File: src/dtc_pkg.sv
// Shared constants for the dual timer/counter block
package dtc_pkg;

  // Bus address width and index field inside a byte address
  localparam int ADDR_W = 12;
  localparam int IDX_LSB = 2;
  localparam int IDX_MSB = 9;
  localparam int TOP_LSB = 10;

  // Register indices; byte address is four times the index
  localparam logic [7:0] IDX_MODE = 8'h89;
  localparam logic [7:0] IDX_LOW_A = 8'h8A;
  localparam logic [7:0] IDX_LOW_B = 8'h8B;
  localparam logic [7:0] IDX_HIGH_A = 8'h8C;
  localparam logic [7:0] IDX_HIGH_B = 8'h8D;
  localparam logic [7:0] IDX_CLK_CTRL = 8'h8E;
  localparam logic [7:0] IDX_RUN_CTRL = 8'h90;

  // Reset value of every byte register
  localparam logic [7:0] RST_BYTE = 8'h00;

  // Mode register field positions
  localparam int MODE_A_LSB = 0;
  localparam int SRC_A_BIT = 2;
  localparam int GATE_A_BIT = 3;
  localparam int MODE_B_LSB = 4;
  localparam int SRC_B_BIT = 6;
  localparam int GATE_B_BIT = 7;

  // Run control register field positions
  localparam int RUN_A_BIT = 0;
  localparam int RUN_B_BIT = 1;
  localparam int TRIG_A_BIT = 2;
  localparam int OVF_A_BIT = 4;
  localparam int OVF_B_BIT = 5;
  localparam int EXTF_A_BIT = 6;

  // Prescaler width in the narrow mode
  localparam int PRESCALE_W = 5;

  // Bus responses
  localparam logic [1:0] RESP_OKAY = 2'h0;
  localparam logic [1:0] RESP_SLVERR = 2'h2;

  // Counter operating modes
  typedef enum logic [1:0] {
    DTC_MODE_PRE = 2'h0,
    DTC_MODE_WIDE = 2'h1,
    DTC_MODE_RELOAD = 2'h2,
    DTC_MODE_SPLIT = 2'h3
  } dtc_mode_t;

  // Write and read channel states
  typedef enum logic {
    DTC_WR_IDLE = 1'b0,
    DTC_WR_RESP = 1'b1
  } dtc_wr_t;

  typedef enum logic {
    DTC_RD_IDLE = 1'b0,
    DTC_RD_DATA = 1'b1
  } dtc_rd_t;

endpackage : dtc_pkg

File: src/dtc_pin_sync.sv
`timescale 1ns/1ps
`default_nettype none

// Two-stage synchroniser with a falling-edge detector behind it
module dtc_pin_sync (
  input wire logic ref_clk,
  input wire logic sys_rst,
  input wire logic pinIn,
  output logic pinLevel,
  output logic pinFall
);

  // First stage, read only by the second
  logic meta_ff;
  // Synchronised level
  logic sync_ff;
  // Previous synchronised sample, for the edge
  logic prev_ff;

  // Idle-high reset so no false edge after release
  always_ff @(posedge ref_clk or posedge sys_rst) begin
    if (sys_rst) begin
      meta_ff <= 1'b1;
      sync_ff <= 1'b1;
      prev_ff <= 1'b1;
    end else begin
      meta_ff <= pinIn;
      sync_ff <= meta_ff;
      prev_ff <= sync_ff;
    end
  end

  assign pinLevel = sync_ff;
  // One pulse per high-to-low change
  assign pinFall = prev_ff & ~sync_ff;

endmodule : dtc_pin_sync

`default_nettype wire

File: src/dtc_timer_top.sv
// The implementer's own choice: the AXI4-Lite slave port.
`timescale 1ns/1ps
`default_nettype none

module dtc_timer_top
  import dtc_pkg::*;
(
  input wire logic ref_clk,
  input wire logic sys_rst,
  input wire logic [ADDR_W-1:0] awaddr,
  input wire logic awvalid,
  output logic awready,
  input wire logic [31:0] wdata,
  input wire logic [3:0] wstrb,
  input wire logic wvalid,
  output logic wready,
  output logic [1:0] bresp,
  output logic bvalid,
  input wire logic bready,
  input wire logic [ADDR_W-1:0] araddr,
  input wire logic arvalid,
  output logic arready,
  output logic [31:0] rdata,
  output logic [1:0] rresp,
  output logic rvalid,
  input wire logic rready,
  input wire logic count_pin_a,
  input wire logic count_pin_b,
  input wire logic ext_irq_line_a,
  input wire logic ext_irq_line_b,
  input wire logic irqVectorAckA,
  output logic overflowFlagA,
  output logic overflowFlagB,
  output logic extIrqFlagA
);

  // One counting step in modes 0..2; mode 3 is handled outside
  function automatic logic [16:0] stepCnt(input dtc_mode_t md, input logic inc,
                                          input logic [7:0] lo, input logic [7:0] hi);
    logic [PRESCALE_W:0] pre;
    logic [8:0] hiInc;
    logic [8:0] loInc;
    logic [16:0] wide;
    logic [16:0] res;
    pre = {1'b0, lo[PRESCALE_W-1:0]} + 6'h01;
    hiInc = {1'b0, hi} + 9'h001;
    loInc = {1'b0, lo} + 9'h001;
    wide = {1'b0, hi, lo} + 17'h00001;
    res = {1'b0, hi, lo};
    if (inc) begin
      unique case (md)
        DTC_MODE_PRE: begin
          res = {pre[PRESCALE_W] & hiInc[8], pre[PRESCALE_W] ? hiInc[7:0] : hi,
                 lo[7:PRESCALE_W], pre[PRESCALE_W-1:0]};
        end
        DTC_MODE_WIDE: begin
          res = wide;
        end
        DTC_MODE_RELOAD: begin
          res = {loInc[8], hi, loInc[8] ? hi : loInc[7:0]};
        end
        // Split mode counted by the caller
        DTC_MODE_SPLIT: begin
          res = {1'b0, hi, lo};
        end
      endcase
    end
    return res;
  endfunction : stepCnt

  // Byte registers
  logic [7:0] modeReg_ff, lowA_ff, highA_ff, lowB_ff, highB_ff;
  // Clock control is storage only here
  logic [7:0] clkCtrl_ff;
  // Run bits and trigger type
  logic runA_ff, runB_ff, trigA_ff;
  // Sticky flags
  logic ovfA_ff, ovfB_ff, extfA_ff;

  // Bus channel state
  dtc_wr_t wrSt_ff;
  dtc_rd_t rdSt_ff;
  logic awHave_ff;
  logic wHave_ff;
  logic [ADDR_W-1:0] awAddr_ff;
  logic [7:0] wByte_ff;
  logic wLane_ff;
  logic [1:0] bresp_ff;
  logic [31:0] rdata_ff;
  logic [1:0] rresp_ff;

  // Synchronised pins; levels of count pins and edges of line B go unused
  logic cntFallA, cntFallB, irqLvlA, irqLvlB, irqFallA;

  // count pins sampled and edge detected
  dtc_pin_sync u_sync_cnt_a (.ref_clk(ref_clk), .sys_rst(sys_rst),
    .pinIn(count_pin_a), .pinLevel(), .pinFall(cntFallA));

  dtc_pin_sync u_sync_cnt_b (.ref_clk(ref_clk), .sys_rst(sys_rst),
    .pinIn(count_pin_b), .pinLevel(), .pinFall(cntFallB));

  // Gate lines through the same path, giving matching latency
  dtc_pin_sync u_sync_irq_a (.ref_clk(ref_clk), .sys_rst(sys_rst),
    .pinIn(ext_irq_line_a), .pinLevel(irqLvlA), .pinFall(irqFallA));

  dtc_pin_sync u_sync_irq_b (.ref_clk(ref_clk), .sys_rst(sys_rst),
    .pinIn(ext_irq_line_b), .pinLevel(irqLvlB), .pinFall());

  // Mode fields
  dtc_mode_t modeA;
  dtc_mode_t modeB;
  assign modeA = dtc_mode_t'(modeReg_ff[MODE_A_LSB+1:MODE_A_LSB]);
  assign modeB = dtc_mode_t'(modeReg_ff[MODE_B_LSB+1:MODE_B_LSB]);

  // Enables after gating
  wire enA;
  wire enB;
  // B gating by line and run
  assign enB = runB_ff & (~modeReg_ff[GATE_B_BIT] | irqLvlB);
  // A gating by its own line
  assign enA = runA_ff & (~modeReg_ff[GATE_A_BIT] | irqLvlA);

  // Count requests per source select
  wire incA;
  wire incB;
  assign incA = enA & (modeReg_ff[SRC_A_BIT] ? cntFallA : 1'b1);
  assign incB = enB & (modeReg_ff[SRC_B_BIT] ? cntFallB : 1'b1);

  // Split mode of A
  wire splitA;
  wire stopB;
  assign splitA = (modeA == DTC_MODE_SPLIT);
  // B frozen in its mode 3
  assign stopB = (modeB == DTC_MODE_SPLIT);

  wire [16:0] stepA;
  wire [16:0] stepB;
  assign stepA = stepCnt(modeA, incA, lowA_ff, highA_ff);
  assign stepB = stepCnt(modeB, incB & ~stopB, lowB_ff, highB_ff);

  // Split-mode byte increments
  wire [8:0] lowAInc;
  wire [8:0] highAInc;
  assign lowAInc = {1'b0, lowA_ff} + 9'h001;
  assign highAInc = {1'b0, highA_ff} + 9'h001;

  // Overflow events
  wire ovfAEvt;
  wire ovfBEvt;
  assign ovfAEvt = splitA ? (incA & lowAInc[8]) : stepA[16];
  // high byte of A reports through B's flag
  assign ovfBEvt = splitA ? (runB_ff & highAInc[8]) : stepB[16];

  // Write decode
  wire doWrite, wHit;
  wire [7:0] wIdx;
  wire wrMode, wrLowA, wrHighA, wrLowB, wrHighB, wrClk, wrRun;
  assign doWrite = (wrSt_ff == DTC_WR_IDLE) & awHave_ff & wHave_ff;
  assign wIdx = awAddr_ff[IDX_MSB:IDX_LSB];
  assign wHit = (awAddr_ff[ADDR_W-1:TOP_LSB] == '0) &
                (wIdx inside {IDX_MODE, IDX_LOW_A, IDX_LOW_B, IDX_HIGH_A,
                              IDX_HIGH_B, IDX_CLK_CTRL, IDX_RUN_CTRL});
  // Only lane 0 carries register data
  assign wrMode = doWrite & wLane_ff & (wIdx == IDX_MODE) & wHit;
  assign wrLowA = doWrite & wLane_ff & (wIdx == IDX_LOW_A) & wHit;
  assign wrHighA = doWrite & wLane_ff & (wIdx == IDX_HIGH_A) & wHit;
  assign wrLowB = doWrite & wLane_ff & (wIdx == IDX_LOW_B) & wHit;
  assign wrHighB = doWrite & wLane_ff & (wIdx == IDX_HIGH_B) & wHit;
  assign wrClk = doWrite & wLane_ff & (wIdx == IDX_CLK_CTRL) & wHit;
  assign wrRun = doWrite & wLane_ff & (wIdx == IDX_RUN_CTRL) & wHit;

  // Next count bytes; a software write beats counting
  wire [7:0] nxt_lowA, nxt_highA, nxt_lowB, nxt_highB;
  // split A: low under A, high under B run
  assign nxt_lowA = wrLowA ? wByte_ff : splitA ? (incA ? lowAInc[7:0] : lowA_ff) : stepA[7:0];
  assign nxt_highA = wrHighA ? wByte_ff : splitA ? (runB_ff ? highAInc[7:0] : highA_ff) : stepA[15:8];
  assign nxt_lowB = wrLowB ? wByte_ff : stepB[7:0];
  assign nxt_highB = wrHighB ? wByte_ff : stepB[15:8];

  // Flag clear by writing zero to the bit
  wire clrOvfA, clrOvfB, clrExtA;
  assign clrOvfA = wrRun & ~wByte_ff[OVF_A_BIT];
  assign clrOvfB = wrRun & ~wByte_ff[OVF_B_BIT];
  assign clrExtA = wrRun & ~wByte_ff[EXTF_A_BIT];

  // Sticky flags, set wins over clear; ext flag A sticky in edge mode only
  wire nxt_ovfA, nxt_ovfB, nxt_extfA;
  assign nxt_ovfA = ovfAEvt | (ovfA_ff & ~clrOvfA);
  assign nxt_ovfB = ovfBEvt | (ovfB_ff & ~clrOvfB);
  assign nxt_extfA = trigA_ff ? (irqFallA | (extfA_ff & ~(irqVectorAckA | clrExtA))) : ~irqLvlA;

  // Counter and control registers
  always_ff @(posedge ref_clk or posedge sys_rst) begin
    if (sys_rst) begin
      modeReg_ff <= RST_BYTE;
      lowA_ff <= RST_BYTE;
      highA_ff <= RST_BYTE;
      lowB_ff <= RST_BYTE;
      highB_ff <= RST_BYTE;
      clkCtrl_ff <= RST_BYTE;
      runA_ff <= 1'b0;
      runB_ff <= 1'b0;
      trigA_ff <= 1'b0;
      ovfA_ff <= 1'b0;
      ovfB_ff <= 1'b0;
      extfA_ff <= 1'b0;
    end else begin
      lowA_ff <= nxt_lowA;
      highA_ff <= nxt_highA;
      lowB_ff <= nxt_lowB;
      highB_ff <= nxt_highB;
      ovfA_ff <= nxt_ovfA;
      ovfB_ff <= nxt_ovfB;
      extfA_ff <= nxt_extfA;
      if (wrMode) begin
        modeReg_ff <= wByte_ff;
      end
      if (wrClk) begin
        clkCtrl_ff <= wByte_ff;
      end
      if (wrRun) begin
        runA_ff <= wByte_ff[RUN_A_BIT];
        runB_ff <= wByte_ff[RUN_B_BIT];
        trigA_ff <= wByte_ff[TRIG_A_BIT];
      end
    end
  end

  // Write channel: address and data accepted in either order
  always_ff @(posedge ref_clk or posedge sys_rst) begin
    if (sys_rst) begin
      wrSt_ff <= DTC_WR_IDLE;
      awHave_ff <= 1'b0;
      wHave_ff <= 1'b0;
      awAddr_ff <= '0;
      wByte_ff <= RST_BYTE;
      wLane_ff <= 1'b0;
      bresp_ff <= RESP_OKAY;
    end else begin
      unique case (wrSt_ff)
        DTC_WR_IDLE: begin
          if (awvalid & awready) begin
            awHave_ff <= 1'b1;
            awAddr_ff <= awaddr;
          end
          if (wvalid & wready) begin
            wHave_ff <= 1'b1;
            wByte_ff <= wdata[7:0];
            wLane_ff <= wstrb[0];
          end
          // Both halves held: commit and answer
          if (doWrite) begin
            wrSt_ff <= DTC_WR_RESP;
            bresp_ff <= wHit ? RESP_OKAY : RESP_SLVERR;
          end
        end
        DTC_WR_RESP: begin
          if (bready) begin
            wrSt_ff <= DTC_WR_IDLE;
            awHave_ff <= 1'b0;
            wHave_ff <= 1'b0;
          end
        end
      endcase
    end
  end

  assign awready = (wrSt_ff == DTC_WR_IDLE) & ~awHave_ff;
  assign wready = (wrSt_ff == DTC_WR_IDLE) & ~wHave_ff;
  assign bvalid = (wrSt_ff == DTC_WR_RESP);
  assign bresp = bresp_ff;

  // Read decode, continuous
  wire [7:0] rIdx;
  wire rTopOk;
  wire [7:0] runView;
  logic [7:0] rByte;
  logic rHit;
  assign rIdx = araddr[IDX_MSB:IDX_LSB];
  assign rTopOk = (araddr[ADDR_W-1:TOP_LSB] == '0);
  // Run register shows live flags
  assign runView = {1'b0, extfA_ff, ovfB_ff, ovfA_ff, 1'b0, trigA_ff, runB_ff, runA_ff};

  // Read mux; unmapped reads zero with an error
  always_comb begin
    rByte = RST_BYTE;
    rHit = rTopOk;
    unique case (rIdx)
      IDX_MODE: rByte = modeReg_ff;
      IDX_LOW_A: rByte = lowA_ff;
      IDX_LOW_B: rByte = lowB_ff;
      IDX_HIGH_A: rByte = highA_ff;
      IDX_HIGH_B: rByte = highB_ff;
      IDX_CLK_CTRL: rByte = clkCtrl_ff;
      IDX_RUN_CTRL: rByte = runView;
      default: rHit = 1'b0;
    endcase
    if (!rTopOk) begin
      rByte = RST_BYTE;
    end
  end

  // Read channel: one cycle to data, held until taken
  always_ff @(posedge ref_clk or posedge sys_rst) begin
    if (sys_rst) begin
      rdSt_ff <= DTC_RD_IDLE;
      rdata_ff <= '0;
      rresp_ff <= RESP_OKAY;
    end else begin
      unique case (rdSt_ff)
        DTC_RD_IDLE: begin
          if (arvalid) begin
            rdSt_ff <= DTC_RD_DATA;
            rdata_ff <= {24'h000000, rByte};
            rresp_ff <= rHit ? RESP_OKAY : RESP_SLVERR;
          end
        end
        DTC_RD_DATA: begin
          if (rready) begin
            rdSt_ff <= DTC_RD_IDLE;
          end
        end
      endcase
    end
  end

  assign arready = (rdSt_ff == DTC_RD_IDLE);
  assign rvalid = (rdSt_ff == DTC_RD_DATA);
  assign rdata = rdata_ff;
  assign rresp = rresp_ff;

  // Flags out to the interrupt controller
  assign overflowFlagA = ovfA_ff;
  assign overflowFlagB = ovfB_ff;
  assign extIrqFlagA = extfA_ff;

endmodule : dtc_timer_top

`default_nettype wire

File: config.mk
export PLATFORM = sky130hd
export DESIGN_NAME = dtc_timer_top
export DESIGN_NICKNAME = d
export VERILOG_FILES = /design/src/dtc_pkg.sv /design/src/dtc_pin_sync.sv /design/src/dtc_timer_top.sv
export SDC_FILE = /design/constraint.sdc
export NUM_CORES = 1
export LEC_CHECK = 0
export BUFFER_PORTS_ARGS = -buffer_cell sky130_fd_sc_hd__buf_2
export CORE_ASPECT_RATIO = 0.9
export CORE_MARGIN = 10
export CORE_UTILIZATION = 45
export CTS_CLUSTER_DIAMETER = 120
export DETAILED_ROUTE_END_ITERATION = 8
export GPL_TIMING_DRIVEN = 1
export PLACE_DENSITY = 0.7
export SYNTH_ARGS = -nofsm -noshare
export SYNTH_HDL_FRONTEND = slang
export SYNTH_HIERARCHICAL = 1
export SYNTH_SLANG_ARGS = --single-unit
File: constraint.sdc
create_clock -name ref_clk -period 2.4 [get_ports ref_clk]
set_input_delay 0.12 -clock ref_clk [delete_from_list [all_inputs] [get_ports ref_clk]]
set_output_delay 0.12 -clock ref_clk [all_outputs]
set_load 0.01 [all_outputs]
==> impl_metrics.json <==
{
  "die_w_um": 140,
  "htree_levels": 3,
  "cts_num_sinks": 98,
  "max_slew_margin_pct": 35.9,
  "crit_chain": "inv_1 -> ha_1 -> nand2b_1 -> a41oi_1 -> inv_1 -> nand4_1 -> o31ai_1 -> a221o_1",
  "fin_nets": 795,
  "syn_to_final_growth_pct": 17.5,
  "clk_latency_ns": 0.36,
  "path_clk_slew_ns": 0.07,
  "p_leak_nw": 2.99,
  "post-route-util_pct": 54.0,
  "cp_slowest_stage_delay_ns": 0.54,
  "setup_viol": 0,
  "clock_path_buffers": 2,
  "start_util_pct": 45.9,
  "die_h_um": 128,
  "ctsResizeCount": 0,
  "wire_per_inst_um": 19.6,
  "wl_met2_mm": 7.62,
  "diodes": 0,
  "coreArea_um2": 12700,
  "ios": 116,
  "drt_first_pass_iters": 5,
  "grt_pass1_vias": 5265,
  "post-cts-setup-buffer-count": 0,
  "cts.hold.buffers_added": 25,
  "worstSetupPathType": "flip-flop to flip-flop",
  "maxCapViolations": 0,
  "cp-start-kind": "flip-flop",
  "wl_met3_mm": 1.77,
  "cts_inserted_buffers": 9,
  "hold_viol": 0,
  "gp_congestion": 0.981,
  "cts_tree": "built",
  "cp-end-kind": "flip-flop",
  "die_area_um2": 17900,
  "period_share_pct": 93.3,
  "fmax_mhz": 447,
  "grt_remaining_overflow": 0,
  "critPathMaxFanout": 11,
  "fin_tns_setup_ns": 0,
  "finalMaxSlewViolations": 0,
  "vdd_ir_drop_max_mv": 0.657,
  "power_per_cell_area_nw_per_um2": 714,
  "viasPerCell": 5.96,
  "port_buffers": 58,
  "syn_area_um2": 5830,
  "gr-usage-all-layers_pct": 19.5,
  "outcome": "complete, no violations",
  "instances_no_fill": 884,
  "wl_met1_mm": 7.64,
  "fill_cells": 1154,
  "crit_arrival_ns": 2.48,
  "cp.required_ns": 2.64,
  "highest-signal-layer": "met4",
  "drive_above_1_share_pct": 21.1,
  "row_count": 39,
  "postRouteAntennaNets": 0,
  "crit_path_top_delay_cell": "ha_1",
  "hold_path_class": "input port to flip-flop",
  "crit_family": "compound AO/OA/AOI/OAI gates",
  "worst_slack_ns": 0.161,
  "root_buffer": "clkbuf_16",
  "drt_iter0_markers": 597,
  "num_vias": 5273,
  "dp.cells": 843,
  "crit_top_cell": "inv_1",
  "grt_pass1_wl_mm": 28.3,
  "pre_cts_ws_ns": 0.243,
  "dp_hpwl_mm": 12.6,
  "drc": 0,
  "synthCells": 623,
  "clock_skew_ns": 0.00977,
  "grt_antenna_before_repair": 0,
  "crit_buf_inv": 2,
  "drt_wl_total_mm": 17.3,
  "grt_max_degree": 53,
  "tightestPinTransition_ns": 0.959,
  "grt_setup_unrepaired": "false",
  "whs_ns": 0.0174,
  "period_minus_slack_ns": 2.24,
  "yosys_warnings": 6,
  "syn_area_per_cell_um2": 9.35
}
==> routing by layer <==
metal,vias up,GRT usage [%]
met5,-,0
met4,0,6.19
met3,34,7.07
met2,253,29.8
met1,2567,25.2
li1,2419,-
==> cell usage in the layout, fill, tap and decap left out, types with 9 or more instances in the layout <==
cell type,instances
dfrtp_1,87
nand2_1,73
buf_2,58
nor2_1,51
o21ai_0,51
mux2_2,31
conb_1,26
dlygate4sd3_1,25
nand3_1,23
a21oi_1,22
inv_1,21
buf_4,21
a31oi_1,13
nand4_1,12
and3_1,12
nand2b_1,11
a221oi_1,11
mux2i_1,11
dfstp_2,11
nor3_1,10
xor2_1,9
a221o_1,9
clkbuf_16,9
==> sequential cells by signal, indices dropped and copies added, names as in the netlist, 8 cells and up <==
| register | cells |
|---|---|
| awAddr_ff | 10 |
| clkCtrl_ff | 8 |
| highA_ff | 8 |
| highB_ff | 8 |
| lowA_ff | 8 |
| lowB_ff | 8 |
| modeReg_ff | 8 |
| rdata | 8 |
| wByte_ff | 8 |
==> cell type report <==
cell class / count / area, µm² / area share [%]
clock buffer: 10 / 229 / 3.34
clock inverter: 6 / 65.1 / 0.950
inverter: 22 / 83.8 / 1.22
multi-input combinational: 479 / 3080 / 45.0
sequential: 98 / 2470 / 36.0
tap: 164 / 205 / 3.00
timing repair buffer: 105 / 718 / 10.5
==> power breakdown <==
part | switching [mW] | total, mW | leakage, nW | internal [mW]
Combinational | 0.498 | 0.973 | 1.59 | 0.475
Sequential | 0.502 | 2.44 | 1.26 | 1.94
Clock | 0.664 | 1.48 | 0.145 | 0.813
==> metrics by stage <==
| step | area [µm²] | power, mW |
|---|---|---|
| 5_1_grt | 6850 | 5.16 |
| 3_5_place_dp | 6300 | 3.40 |
| 2_1_floorplan | 5920 | 2.95 |
| 6_report | 6850 | 4.89 |
| 4_1_cts | 6850 | 4.92 |
| 3_3_place_gp | 6300 | 3.35 |
==> final timing paths <==
path                                            from               endpoint  slack, ns  cells after the start
worst max-delay path                   modeReg_ff[0]            highA_ff[6]       0.16                      8
worst min-delay path                        wdata[4]            wByte_ff[4]       0.02                      2
worst max register to register         modeReg_ff[0]            highA_ff[6]       0.16                      8
worst min register to register  u_sync_cnt_a/meta_ff  u_sync_cnt_a/pinLevel       0.36                      0
max in group asynchronous                    sys_rst             lowA_ff[6]       1.29                      4
min in group asynchronous                    sys_rst  u_sync_irq_b/pinLevel       0.37                      3
==> worst register-to-register path, delay by kind of cell, from the launching register on <==
| family | cells | cell delay [ns] |
|---|---|---|
| adders and majority gates | 1 | 0.54 |
| buffers and inverters | 2 | 0.22 |
| DFF | 1 | 0.41 |
| AOI/OAI and AO/OA | 3 | 0.69 |
| and+or+nand+nor | 2 | 0.26 |
Note: power is estimated with default switching activity, not from simulation.
